**src/inc/orient_map.vh**
```
`ifndef ORIENT_MAP_VH
`define ORIENT_MAP_VH

// register indices on the 4-bit register port
`define REG_VERT_INPLANE_THRESH 4'h0
`define REG_HORIZ_INPLANE_THRESH 4'h1
`define REG_VERT_NORMAL_THRESH 4'h2
`define REG_HORIZ_NORMAL_THRESH 4'h3
`define REG_CTRL 4'h4
`define REG_ORIENT_STATUS 4'h5
`define REG_IRQ_STATUS 4'h6
`define REG_IRQ_MASK 4'h7

// field positions
`define CTRL_ORIENT_IRQ_ENABLE 0
`define IRQ_ORIENT_CHANGE 0

// reset values
`define RST_INPLANE_THRESH 8'h00
`define RST_NORMAL_THRESH 8'h00
`define RST_CTRL 8'h00
`define RST_IRQ_MASK 8'h00

// sample format: 14-bit two's complement, 4096 counts per g
`define SAMPLE_W 14
`define MAG_W 15
// in-plane level: 0.72 g at code 0x00, falling 7 counts per code step
`define INPLANE_BASE 15'h0B85
`define INPLANE_STEP 4'h7
// normal level: 0.80 g at signed code 0x00, 12 counts per code step
`define NORMAL_BASE 15'h0CCD
`define NORMAL_STEP 5'h0C

// orientation codes
`define ORIENT_UNKNOWN 3'h0
`define ORIENT_LEFT 3'h1
`define ORIENT_RIGHT 3'h2
`define ORIENT_DOWN 3'h5
`define ORIENT_UP 3'h6

`endif

```
**src/core/orient_axis_decide.v**
```verilog
`timescale 1ns/100ps
`default_nettype none
`include "orient_map.vh"

module orient_axis_decide
(
    // clock and reset
    input wire i_clk,
    input wire i_rst,
    // sample
    input wire i_valid,
    input wire signed [`SAMPLE_W-1:0] i_axis,
    input wire signed [`SAMPLE_W-1:0] i_z,
    // thresholds
    input wire [7:0] i_inplane_code,
    input wire [7:0] i_normal_code,
    // decisions
    output reg o_valid,
    output reg o_pos,
    output reg o_neg
);

    function [`MAG_W-1:0] mag;
        input signed [`SAMPLE_W-1:0] v;
        begin
            mag = v[`SAMPLE_W-1] ? (`MAG_W'h0 - {v[`SAMPLE_W-1], v}) : {1'b0, v};
        end
    endfunction

    wire [`MAG_W-1:0] axis_mag;
    wire [`MAG_W-1:0] z_mag;
    wire [`MAG_W-1:0] inplane_level;
    wire [`MAG_W-1:0] normal_level;
    wire signed [`MAG_W+5:0] normal_ofs;
    wire [`MAG_W+5:0] normal_sum;
    wire gate;

    assign axis_mag = mag(i_axis);
    assign z_mag = mag(i_z);
    // larger code lowers the in-plane level: wider trip angle, narrower deadband
    assign inplane_level = `INPLANE_BASE - i_inplane_code * `INPLANE_STEP;
    // signed normal code: 0x80 lowest, 0x00 default, 0x7F highest
    assign normal_ofs = $signed(i_normal_code) * $signed({1'b0, `NORMAL_STEP});
    assign normal_sum = {6'h00, `NORMAL_BASE} + normal_ofs;
    assign normal_level = normal_sum[`MAG_W-1:0];
    assign gate = (z_mag < normal_level) && (axis_mag > inplane_level);

    always @(posedge i_clk or posedge i_rst)
    begin
        if (i_rst)
        begin
            o_valid <= 1'b0;
            o_pos <= 1'b0;
            o_neg <= 1'b0;
        end
        else
        begin
            o_valid <= i_valid;
            if (i_valid)
            begin
                o_pos <= gate && !i_axis[`SAMPLE_W-1];
                o_neg <= gate && i_axis[`SAMPLE_W-1];
            end
        end
    end

endmodule
`default_nettype wire

```
**src/core/orient_irq_unit.v**
```verilog
`timescale 1ns/100ps
`default_nettype none

module orient_irq_unit
(
    // clock and reset
    input wire i_clk,
    input wire i_rst,
    // event and software access
    input wire i_event,
    input wire i_clear,
    input wire i_mask_wr,
    input wire i_mask_val,
    // state
    output reg o_status,
    output reg o_mask,
    output reg o_irq
);

    wire status_nxt;
    wire mask_nxt;

    // a new event beats a simultaneous clear
    assign status_nxt = i_event | (o_status & ~i_clear);
    assign mask_nxt = i_mask_wr ? i_mask_val : o_mask;

    always @(posedge i_clk or posedge i_rst)
    begin
        if (i_rst)
        begin
            o_status <= 1'b0;
            o_mask <= 1'b0;
            o_irq <= 1'b0;
        end
        else
        begin
            o_status <= status_nxt;
            o_mask <= mask_nxt;
            o_irq <= status_nxt & mask_nxt;
        end
    end

endmodule
`default_nettype wire

```
**src/core/portrait_landscape_detector.v**
```verilog
// Added by the designer: strobed register access and the placing of the registers.
`timescale 1ns/100ps
`default_nettype none
`include "orient_map.vh"

module portrait_landscape_detector
(
    // clock and reset
    input wire i_clk,
    input wire i_rst,
    // sample datapath
    input wire i_sample_valid,
    input wire signed [`SAMPLE_W-1:0] i_x,
    input wire signed [`SAMPLE_W-1:0] i_y,
    input wire signed [`SAMPLE_W-1:0] i_z,
    // register port
    input wire [3:0] i_addr,
    input wire [7:0] i_wdata,
    input wire i_wr,
    input wire i_rd,
    output reg [7:0] o_rdata,
    // result
    output reg [2:0] o_orient_code,
    output reg o_orient_update,
    output reg o_irq
);

    // one-hot sequencing states
    localparam [2:0] S_IDLE = 3'b001;
    localparam [2:0] S_EVAL = 3'b010;
    localparam [2:0] S_COMMIT = 3'b100;

    function hit;
        input [3:0] addr;
        input [3:0] reg_idx;
        begin
            hit = (addr == reg_idx);
        end
    endfunction

    // software registers
    reg [7:0] vert_inplane_thresh_r;
    reg [7:0] horiz_inplane_thresh_r;
    reg [7:0] vert_normal_thresh_r;
    reg [7:0] horiz_normal_thresh_r;
    reg orient_irq_enable_r;

    // evaluation state
    reg [2:0] state_r;
    reg [2:0] state_nxt;
    reg [2:0] code_nxt;
    reg change_r;
    reg [7:0] rdata_nxt;

    wire [1:0] dec_valid;
    wire [1:0] dec_pos;
    wire [1:0] dec_neg;
    wire signed [`SAMPLE_W-1:0] axis_sel [0:1];
    wire [7:0] inplane_sel [0:1];
    wire [7:0] normal_sel [0:1];

    // interrupt plumbing
    wire irq_status;
    wire irq_mask;
    wire irq_line;
    wire irq_clear;
    wire mask_wr;
    wire orient_event;

    // per-direction decisions
    wire is_left;
    wire is_right;
    wire is_down;
    wire is_up;
    wire [2:0] hits;
    wire dec_done;

    assign axis_sel[0] = i_x;
    assign axis_sel[1] = i_y;
    assign inplane_sel[0] = vert_inplane_thresh_r;
    assign inplane_sel[1] = horiz_inplane_thresh_r;
    assign normal_sel[0] = vert_normal_thresh_r;
    assign normal_sel[1] = horiz_normal_thresh_r;

    // index 0 judges up/down on X, index 1 right/left on Y
    genvar g;
    generate
        for (g = 0; g < 2; g = g + 1)
        begin : gen_axis
            orient_axis_decide u_decide
            (
                .i_clk(i_clk),
                .i_rst(i_rst),
                .i_valid(i_sample_valid),
                .i_axis(axis_sel[g]),
                .i_z(i_z),
                .i_inplane_code(inplane_sel[g]),
                .i_normal_code(normal_sel[g]),
                .o_valid(dec_valid[g]),
                .o_pos(dec_pos[g]),
                .o_neg(dec_neg[g])
            );
        end
    endgenerate

    assign is_down = dec_pos[0];
    assign is_up = dec_neg[0];
    assign is_left = dec_pos[1];
    assign is_right = dec_neg[1];
    // more than one direction met is ambiguous
    assign hits = {2'b00, is_left} + {2'b00, is_right} + {2'b00, is_down} + {2'b00, is_up};
    // both axis units register the same sample on the same edge
    assign dec_done = &dec_valid;

    // overlapping portrait and landscape decisions are treated as deadband
    always @*
    begin
        code_nxt = `ORIENT_UNKNOWN;
        if (hits == 3'h1)
        begin
            if (is_left)
            begin
                code_nxt = `ORIENT_LEFT;
            end
            else if (is_right)
            begin
                code_nxt = `ORIENT_RIGHT;
            end
            else if (is_down)
            begin
                code_nxt = `ORIENT_DOWN;
            end
            else
            begin
                code_nxt = `ORIENT_UP;
            end
        end
    end

    // sample sequencing; a new sample may arrive while committing
    always @*
    begin
        state_nxt = state_r;
        case (state_r)
            S_IDLE:
            begin
                if (i_sample_valid)
                begin
                    state_nxt = S_EVAL;
                end
            end
            S_EVAL:
            begin
                if (dec_done)
                begin
                    state_nxt = S_COMMIT;
                end
            end
            S_COMMIT:
            begin
                // a sample one cycle behind is committed straight away, none is lost
                if (dec_done)
                begin
                    state_nxt = S_COMMIT;
                end
                else if (i_sample_valid)
                begin
                    state_nxt = S_EVAL;
                end
                else
                begin
                    state_nxt = S_IDLE;
                end
            end
            default:
            begin
                state_nxt = S_IDLE;
            end
        endcase
    end

    always @(posedge i_clk or posedge i_rst)
    begin
        if (i_rst)
        begin
            state_r <= S_IDLE;
            o_orient_code <= `ORIENT_UNKNOWN;
            o_orient_update <= 1'b0;
            change_r <= 1'b0;
        end
        else
        begin
            state_r <= state_nxt;
            o_orient_update <= 1'b0;
            change_r <= 1'b0;
            // reload on every sample, unknown included, so no stale direction survives
            if ((state_r == S_EVAL || state_r == S_COMMIT) && dec_done)
            begin
                o_orient_code <= code_nxt;
                o_orient_update <= 1'b1;
                change_r <= (code_nxt != o_orient_code);
            end
        end
    end

    // change is a one-cycle pulse; enable gates it here, the mask later
    assign orient_event = change_r & orient_irq_enable_r;
    assign irq_clear = i_wr && hit(i_addr, `REG_IRQ_STATUS) && i_wdata[`IRQ_ORIENT_CHANGE];
    assign mask_wr = i_wr && hit(i_addr, `REG_IRQ_MASK);

    orient_irq_unit u_irq
    (
        .i_clk(i_clk),
        .i_rst(i_rst),
        .i_event(orient_event),
        .i_clear(irq_clear),
        .i_mask_wr(mask_wr),
        .i_mask_val(i_wdata[`IRQ_ORIENT_CHANGE]),
        .o_status(irq_status),
        .o_mask(irq_mask),
        .o_irq(irq_line)
    );

    // register writes; paired thresholds are independent, matching them is up to software
    always @(posedge i_clk or posedge i_rst)
    begin
        if (i_rst)
        begin
            vert_inplane_thresh_r <= `RST_INPLANE_THRESH;
            horiz_inplane_thresh_r <= `RST_INPLANE_THRESH;
            vert_normal_thresh_r <= `RST_NORMAL_THRESH;
            horiz_normal_thresh_r <= `RST_NORMAL_THRESH;
            orient_irq_enable_r <= 1'b0;
        end
        else if (i_wr)
        begin
            if (hit(i_addr, `REG_VERT_INPLANE_THRESH))
            begin
                vert_inplane_thresh_r <= i_wdata;
            end
            if (hit(i_addr, `REG_HORIZ_INPLANE_THRESH))
            begin
                horiz_inplane_thresh_r <= i_wdata;
            end
            if (hit(i_addr, `REG_VERT_NORMAL_THRESH))
            begin
                vert_normal_thresh_r <= i_wdata;
            end
            if (hit(i_addr, `REG_HORIZ_NORMAL_THRESH))
            begin
                horiz_normal_thresh_r <= i_wdata;
            end
            if (hit(i_addr, `REG_CTRL))
            begin
                orient_irq_enable_r <= i_wdata[`CTRL_ORIENT_IRQ_ENABLE];
            end
        end
    end

    // read mux; unmapped addresses read zero
    always @*
    begin
        rdata_nxt = 8'h00;
        case (i_addr)
            `REG_VERT_INPLANE_THRESH: rdata_nxt = vert_inplane_thresh_r;
            `REG_HORIZ_INPLANE_THRESH: rdata_nxt = horiz_inplane_thresh_r;
            `REG_VERT_NORMAL_THRESH: rdata_nxt = vert_normal_thresh_r;
            `REG_HORIZ_NORMAL_THRESH: rdata_nxt = horiz_normal_thresh_r;
            `REG_CTRL: rdata_nxt = {7'h00, orient_irq_enable_r};
            `REG_ORIENT_STATUS: rdata_nxt = {5'h00, o_orient_code};
            `REG_IRQ_STATUS: rdata_nxt = {7'h00, irq_status};
            `REG_IRQ_MASK: rdata_nxt = {7'h00, irq_mask};
            default: rdata_nxt = 8'h00;
        endcase
    end

    // read data stands only in the cycle after the strobe
    always @(posedge i_clk or posedge i_rst)
    begin
        if (i_rst)
        begin
            o_rdata <= 8'h00;
            o_irq <= 1'b0;
        end
        else
        begin
            o_rdata <= i_rd ? rdata_nxt : 8'h00;
            o_irq <= irq_line;
        end
    end

endmodule
`default_nettype wire

```
**config.mk**
```make
export PLATFORM = sky130hd
export DESIGN_NAME = portrait_landscape_detector
export DESIGN_NICKNAME = d
export VERILOG_FILES = /design/src/core/orient_axis_decide.v /design/src/core/orient_irq_unit.v /design/src/core/portrait_landscape_detector.v
export VERILOG_INCLUDE_DIRS = /design/src /design/src/inc
export SDC_FILE = /design/constraint.sdc
export NUM_CORES = 1
export LEC_CHECK = 0
export ABC_AREA = 1
export BUFFER_PORTS_ARGS = -buffer_cell sky130_fd_sc_hd__buf_2
export CAP_MARGIN = 20
export CORE_MARGIN = 10
export CORE_UTILIZATION = 60
export CTS_BUF_LIST = sky130_fd_sc_hd__clkbuf_4 sky130_fd_sc_hd__clkbuf_8 sky130_fd_sc_hd__clkbuf_16
export DETAILED_ROUTE_END_ITERATION = 16
export GPL_TIMING_DRIVEN = 0
export HOLD_SLACK_MARGIN = 0.15
export PLACE_DENSITY = 0.81
export SLEW_MARGIN = 20
export SYNTH_ARGS = -nofsm -noshare
export SYNTH_HDL_FRONTEND = slang
export SYNTH_SLANG_ARGS = --single-unit
```
**constraint.sdc**
```tcl
create_clock -name i_clk -period 10.5 [get_ports i_clk]
set_input_delay 0 -clock i_clk [delete_from_list [all_inputs] [get_ports i_clk]]
set_output_delay 0 -clock i_clk [all_outputs]
set_load 0.005 [all_outputs]
```
After elaboration in Yosys (flattened, before gate mapping) --
Cells that the tools add are included.
Word-level totals: register bits after elaboration 58, input port bits 59, output and inout bits 13, word-level logic and storage cells 93
Operators by class: add/sub/neg operators 10, multiply operators 4, magnitude comparators 4, equality and inequality tests 14, muxes and demuxes 17, bitwise gates (word level) 5, reductions and logical operators 20
Operators by type and width (count):
- 8-bit case mux with 8 select lines | 1
- 15-bit 2-to-1 mux | 3
- 1-bit by 14-bit subtractor with 15-bit output, first input constant | 3
- 8-bit by 3-bit multiplier with 11-bit output, second input constant | 4
- 12-bit by 15-bit adder with 15-bit output, first input constant | 2
- 15-bit greater-than comparator | 2
- 15-bit less-than comparator | 2
- 12-bit by 11-bit subtractor with 13-bit output, first input constant | 2
- 3-bit 2-to-1 mux | 6
- 4-bit by 3-bit equality test with 1-bit output, second input constant | 4
- 2-bit AND reduction | 6
- 1-bit logical AND | 10
- 3-bit case mux with 3 select lines | 1
- 4-bit by 2-bit equality test with 1-bit output, second input constant | 2
- 8-bit 2-to-1 mux | 1
- 3-bit by 1-bit equality test with 1-bit output, second input constant | 2
- 4-bit by 1-bit equality test with 1-bit output, second input constant | 1
- 4-bit logical NOT | 1
- 2-bit 2-to-1 mux | 2
- 2-bit by 1-bit adder with 3-bit output | 1
- 3-bit by 1-bit adder with 3-bit output | 1
- 1-bit bitwise AND | 3
- 3-bit by 2-bit equality test with 1-bit output, second input constant | 1
- 3-bit equality test, second input constant | 1
- other kinds (9) | 12

Depth between registers and ports, before layout --
depth after elaboration 7, depth in mapped cells 22, gate-level depth less buffers 22

Modules after synthesis --
A second synthesis with hierarchy kept.
Unflattened totals: cells, all modules 1037, area, all modules 7596.0 um^2
By module, submodules not included:
- orient_axis_decide (gen_axis[0].u_decide) | times used 1, cells each 373, area an instance 2538.7 um^2, seq. area each 75.1 um^2
- orient_axis_decide (gen_axis[1].u_decide) | times used 1, cells each 368, area an instance 2527.4 um^2, seq. area each 75.1 um^2
- portrait_landscape_detector | times used 1, cells each 281, area an instance 2408.6 um^2, seq. area each 1252.5 um^2
- orient_irq_unit | times used 1, cells each 15, area an instance 121.4 um^2, seq. area each 75.1 um^2

Worst setup path before layout --
No wires, ideal clock.
path type register to register, from register vert_inplane_thresh_r[1], to register gen_axis[0].u_decide.o_neg, library setup time 0.118 ns, arrival 3.353 ns, required time 10.382 ns, path slack 7.029 ns, cell stages (with the launch flop) 19, buffers on the path 0, clock period less this slack 3.471 ns, cells stage by stage dfrtp_1 -> inv_1 -> fa_1 -> inv_1 -> fa_1 -> fa_1 -> nor3_1 -> nor2_1 -> nor2_1 -> nor2_1 -> o21bai_1 -> xor2_1 -> ha_1 -> a21oi_1 -> o21ai_0 -> a21oi_1 -> nand4_1 -> nand4_1 -> nand2_1
Between the ends: word-level cells in the longest chain between the ends 5
RTL lines:
- from (decl) | line portrait_landscape_detector.v:42 | reg [7:0] vert_inplane_thresh_r;
- from (signal assigned) | line portrait_landscape_detector.v:229 | vert_inplane_thresh_r <= `RST_INPLANE_THRESH;
- from (signal assigned) | line portrait_landscape_detector.v:239 | vert_inplane_thresh_r <= i_wdata;
- 8-bit by 3-bit multiplier with 11-bit output (no source line)
- 12-bit by 11-bit subtractor with 13-bit output (no source line)
- 15-bit greater-than comparator | line orient_axis_decide.v:46 | assign gate = (z_mag < normal_level) && (axis_mag > inplane_level);
- 1-bit logical AND | line orient_axis_decide.v:46
- 1-bit logical AND | line orient_axis_decide.v:62 | o_neg <= gate && i_axis[`SAMPLE_W-1];
- to (signal assigned) | line orient_axis_decide.v:62
- to (decl) | line orient_axis_decide.v:20 | output reg o_neg
No other way between the ends. A chain may end at the register's enable or synchronous reset.

Worst setup path after layout --
from register horiz_inplane_thresh_r[1], to register gen_axis[1].u_decide.o_neg
Between the ends: word-level cells in the longest chain between the ends 5
RTL lines:
- from (decl) | line portrait_landscape_detector.v:43 | reg [7:0] horiz_inplane_thresh_r;
- from (signal assigned) | line portrait_landscape_detector.v:230 | horiz_inplane_thresh_r <= `RST_INPLANE_THRESH;
- from (signal assigned) | line portrait_landscape_detector.v:243 | horiz_inplane_thresh_r <= i_wdata;
- 8-bit by 3-bit multiplier with 11-bit output (no source line)
- 12-bit by 11-bit subtractor with 13-bit output (no source line)
- 15-bit greater-than comparator | line orient_axis_decide.v:46
- 1-bit logical AND | line orient_axis_decide.v:46
- 1-bit logical AND | line orient_axis_decide.v:62
- to (signal assigned) | line orient_axis_decide.v:62
- to (decl) | line orient_axis_decide.v:20
No other way between the ends.

==> flow_metrics.py <==
metrics = {
    "logic_synthesis": {
        "synth_ff_type": "dfrtp_1",
        "ys_seq_area_frac": 0.207,
        "ys_warn_count": 0,
        "ys_ff_latch": 58,
        "synth_edf_count": 0,
        "avgSynthCellArea_um2": 7.61,
        "synth_area_um2": 7030,
        "synth.distinct_cells": 48,
        "syn_inst": 924,
        "async_reset_ff_frac": 1.00,
    },
    "routing": {
        "drt_iter0_markers": 410,
        "detail-route-antenna-nets": 0,
        "wl_met1_mm": 7.62,
        "dr.pass1.iters": 5,
        "wl_per_cell_um": 14.2,
        "wl_met3_mm": 1.16,
        "route.detailed.drc": 0,
        "dr_total_vias": 6398,
        "avgViaCountPerCell": 5.45,
        "highest_layer": "met4",
        "routed_wl_mm": 16.7,
        "met2_length_mm": 7.67,
    },
    "clock_network": {
        "cts_tree": "yes",
        "h-tree-depth": 3,
        "clk_pin_slew_ns": 0.06,
        "cts-root-buf": "clkbuf_16",
        "clock_path_buffers": 2,
        "cts-resized-gates": 0,
        "cts_buffers": 9,
        "numClockSinks": 58,
        "clock_latency_ns": 0.33,
    },
    "sta": {
        "slew_violations": 0,
        "max_slew_margin": 0.517,
        "tightest_slew_ns": 0.718,
        "fin_crit_sh": 0.371,
        "final.setup_skew_ns": 0.00593,
        "max_freq_mhz": 257,
        "fin_tns_setup_ns": 0,
        "setup_ws_ns": 6.60,
        "fin_crit_ns": 3.90,
        "setup_viol": 0,
        "hold_viol_final": 0,
        "rsz0062_at_grt": "no",
    },
    "floorplanning": {
        "num_rows": 39,
        "die_w_um": 128,
        "num_io_pins": 72,
        "dieArea_um2": 16400,
        "core_area_um2": 11500,
        "die-height_um": 128,
        "start_util": 0.613,
    },
    "run": {
        "cap_violations": 0,
    },
    "global_routing": {
        "grt_pass1_vias": 6311,
        "grt_max_degree": 59,
        "antenna_found_initial": 0,
        "grtUsageTotal": 0.203,
        "gr-total-overflow": 0,
        "grt_pass1_wl_mm": 28.3,
    },
    "finish": {
        "finish.utilization": 0.705,
        "area_delta_synth_final_pct": 15.0,
        "multi_input_area_um2": 4990,
        "n_antenna_cell": 0,
        "nNetsFinal": 1227,
        "drive_above_1_share": 0.115,
        "final_cell_count_no_fill": 1173,
        "fill_cells": 931,
        "regArea_um2": 1450,
    },
    "place": {
        "pre_cts_ws_ns": 6.61,
        "placed_cells": 1138,
        "port_buffers": 70,
        "gp_congestion": 0.859,
        "place_hpwl_mm": 13.3,
    },
    "power_and_ir_drop": {
        "intPower_mw": 1.12,
        "ir_drop_mv": 0.182,
        "p_leak_nw": 4.38,
        "combPwrFrac": 0.697,
        "clockPowerShare": 0.149,
        "power_mw": 2.14,
        "seqPwrFrac": 0.154,
        "power_switching_mw": 1.03,
        "power_density_nw_per_um2": 265,
        "p_sw_frac": 0.479,
    },
    "setup_path": {
        "critPathMaxStageDelay_ns": 0.48,
        "crit_type": "flop to flop",
        "slowest_stage": "fa_1",
        "cp.arrival_ns": 4.11,
        "cp-end-kind": "flop",
        "path_cells": "inv_1, fa_1, inv_1, fa_1, fa_1, o21ai_0, a21oi_1, nor2_1, nor2_1, xor2_1, ha_1, a21oi_1, o21ai_0, a21oi_1, nand3_1, nand3_1, nand2_1",
        "startpoint_type": "flop",
        "cp_max_fo": 5,
        "cp.required_ns": 10.72,
        "crit_family": "adder cells",
        "critPathBufInv": 2,
    },
    "status": {
        "status": "completed",
    },
    "worst_hold_path": {
        "min_path_type": "input port to flop",
    },
}
[area by class of cell]
type                       count  share of cell area
inverter                     150              0.0700
clock buffer                   9              0.0279
sequential                    58               0.180
tap                          143              0.0221
timing repair buffer          89              0.0669
buffer                         7             0.00387
clock inverter                 7              0.0127
multi-input combinational    710               0.617
[per-layer routing]
layer,GRT usage,vias up
li1,-,3280
met1,0.259,2895
met2,0.341,193
met3,0.0434,30
met4,0.0464,0
met5,0,-
[worst paths after layout]
check | start | end | slack (ns) | cells past startpoint
max in group asynchronous | i_rst | vert_inplane_thresh_r[3] | 9.66 | 3
hold reg to reg | u_irq.o_irq | o_irq | 0.35 | 0
hold / removal | i_x[12] | gen_axis[0].u_decide.o_neg | 0.15 | 6
setup reg to reg | horiz_inplane_thresh_r[1] | gen_axis[1].u_decide.o_neg | 6.60 | 17
setup / recovery | horiz_inplane_thresh_r[1] | gen_axis[1].u_decide.o_neg | 6.60 | 17
min in group asynchronous | i_rst | change_r | 0.35 | 3
[power groups by stage]
stage | combinational (mW) | sequential [mW] | clock [mW]
2_1_floorplan | 1.18 | 0.315 | 0
3_3_place_gp | 1.43 | 0.330 | 0
3_5_place_dp | 1.47 | 0.331 | 0
4_1_cts | 1.50 | 0.328 | 0.319
5_1_grt | 1.73 | 0.337 | 0.330
6_report | 1.49 | 0.331 | 0.319
[cells by family after synthesis]
kind of cell    Yosys count  synth area share
compound gates          155             0.127
xor+xnor                 73            0.0942
fa+ha+maj               143             0.273
buf+inv                 157            0.0845
flops                    58             0.207
other cells               1          0.000533
simple gates            337             0.214
[synthesized netlist by cell type, types with 2 or more instances]
cell type / n / share of area
xnor2_2: 2 / 0.0046
inv_1: 148 / 0.079
ha_1: 126 / 0.22
a21oi_2: 2 / 0.0025
dfrtp_1: 57 / 0.20
a221oi_1: 6 / 0.0075
inv_2: 2 / 0.0011
o21ai_0: 56 / 0.040
o21ai_1: 6 / 0.0043
a21o_1: 2 / 0.0021
nor3b_1: 2 / 0.0021
buf_2: 4 / 0.0028
o211ai_2: 2 / 0.0036
o31ai_1: 2 / 0.0021
a31oi_1: 4 / 0.0036
nor2_1: 62 / 0.033
o21a_1: 3 / 0.0032
nor3_1: 12 / 0.0085
o211ai_1: 3 / 0.0032
nand3_1: 48 / 0.034
or2_1: 2 / 0.0018
nand3_2: 2 / 0.0028
nand4_1: 22 / 0.020
nand2_2: 5 / 0.0044
o21bai_1: 4 / 0.0043
xor2_1: 59 / 0.074
nor4_1: 5 / 0.0044
or2_2: 5 / 0.0044
fa_1: 17 / 0.048
o22ai_1: 10 / 0.0089
xnor2_1: 11 / 0.014
nand2_1: 166 / 0.089
a21oi_1: 49 / 0.035
clkbuf_1: 3 / 0.0016
nor2b_4: 2 / 0.0039
[registers in the layout (all words and copies together) (netlist names), 2 cells and up]
signal / cells
state_r: 3
horiz_inplane_thresh_r: 8
horiz_normal_thresh_r: 8
gen_axis.u_decide.o_neg: 2
o_orient_code: 3
o_rdata: 8
gen_axis.u_decide.o_pos: 2
vert_inplane_thresh_r: 8
vert_normal_thresh_r: 8
[through the flow]
step / instance area, um^2 / hold slack, ns
detailed placement: 7560 / 0.164
finish: 8080 / 0.146
global route: 8080 / 0.198
CTS: 8080 / 0.152
global placement: 7560 / 0.243
floorplan: 7030 / 0.0314
[repair_timing]
action	4_1_cts	5_1_grt
setup buffers	0	0
hold buffers	19	0
hold endpoints to repair	102	0
[worst register-to-register path: stages (launching register included)]
cell and delay (ns):
dfrtp_1 0.45, inv_1 0.13, fa_1 0.39, inv_1 0.08, fa_1 0.45, fa_1 0.48, o21ai_0 0.39, a21oi_1 0.12
nor2_1 0.10, nor2_1 0.05, xor2_1 0.14, ha_1 0.32, a21oi_1 0.13, o21ai_0 0.08, a21oi_1 0.16, nand3_1 0.15
nand3_1 0.12, nand2_1 0.05
[cells in the final DEF, fill, tap and decap left out, types with 5 or more instances in the layout]
| cell type | n |
|---|---|
| a21oi_1 | 49 |
| a221oi_1 | 6 |
| buf_2 | 74 |
| clkbuf_16 | 9 |
| dfrtp_1 | 57 |
| dlygate4sd3_1 | 19 |
| fa_1 | 17 |
| ha_1 | 126 |
| inv_1 | 147 |
| nand2_1 | 166 |
| nand2_2 | 5 |
| nand3_1 | 48 |
| nand4_1 | 22 |
| nor2_1 | 62 |
| nor3_1 | 12 |
| nor4_1 | 5 |
| o21ai_0 | 56 |
| o21ai_1 | 6 |
| o22ai_1 | 10 |
| or2_2 | 5 |
| xnor2_1 | 11 |
| xor2_1 | 59 |
(Power assumes the default switching activity.)
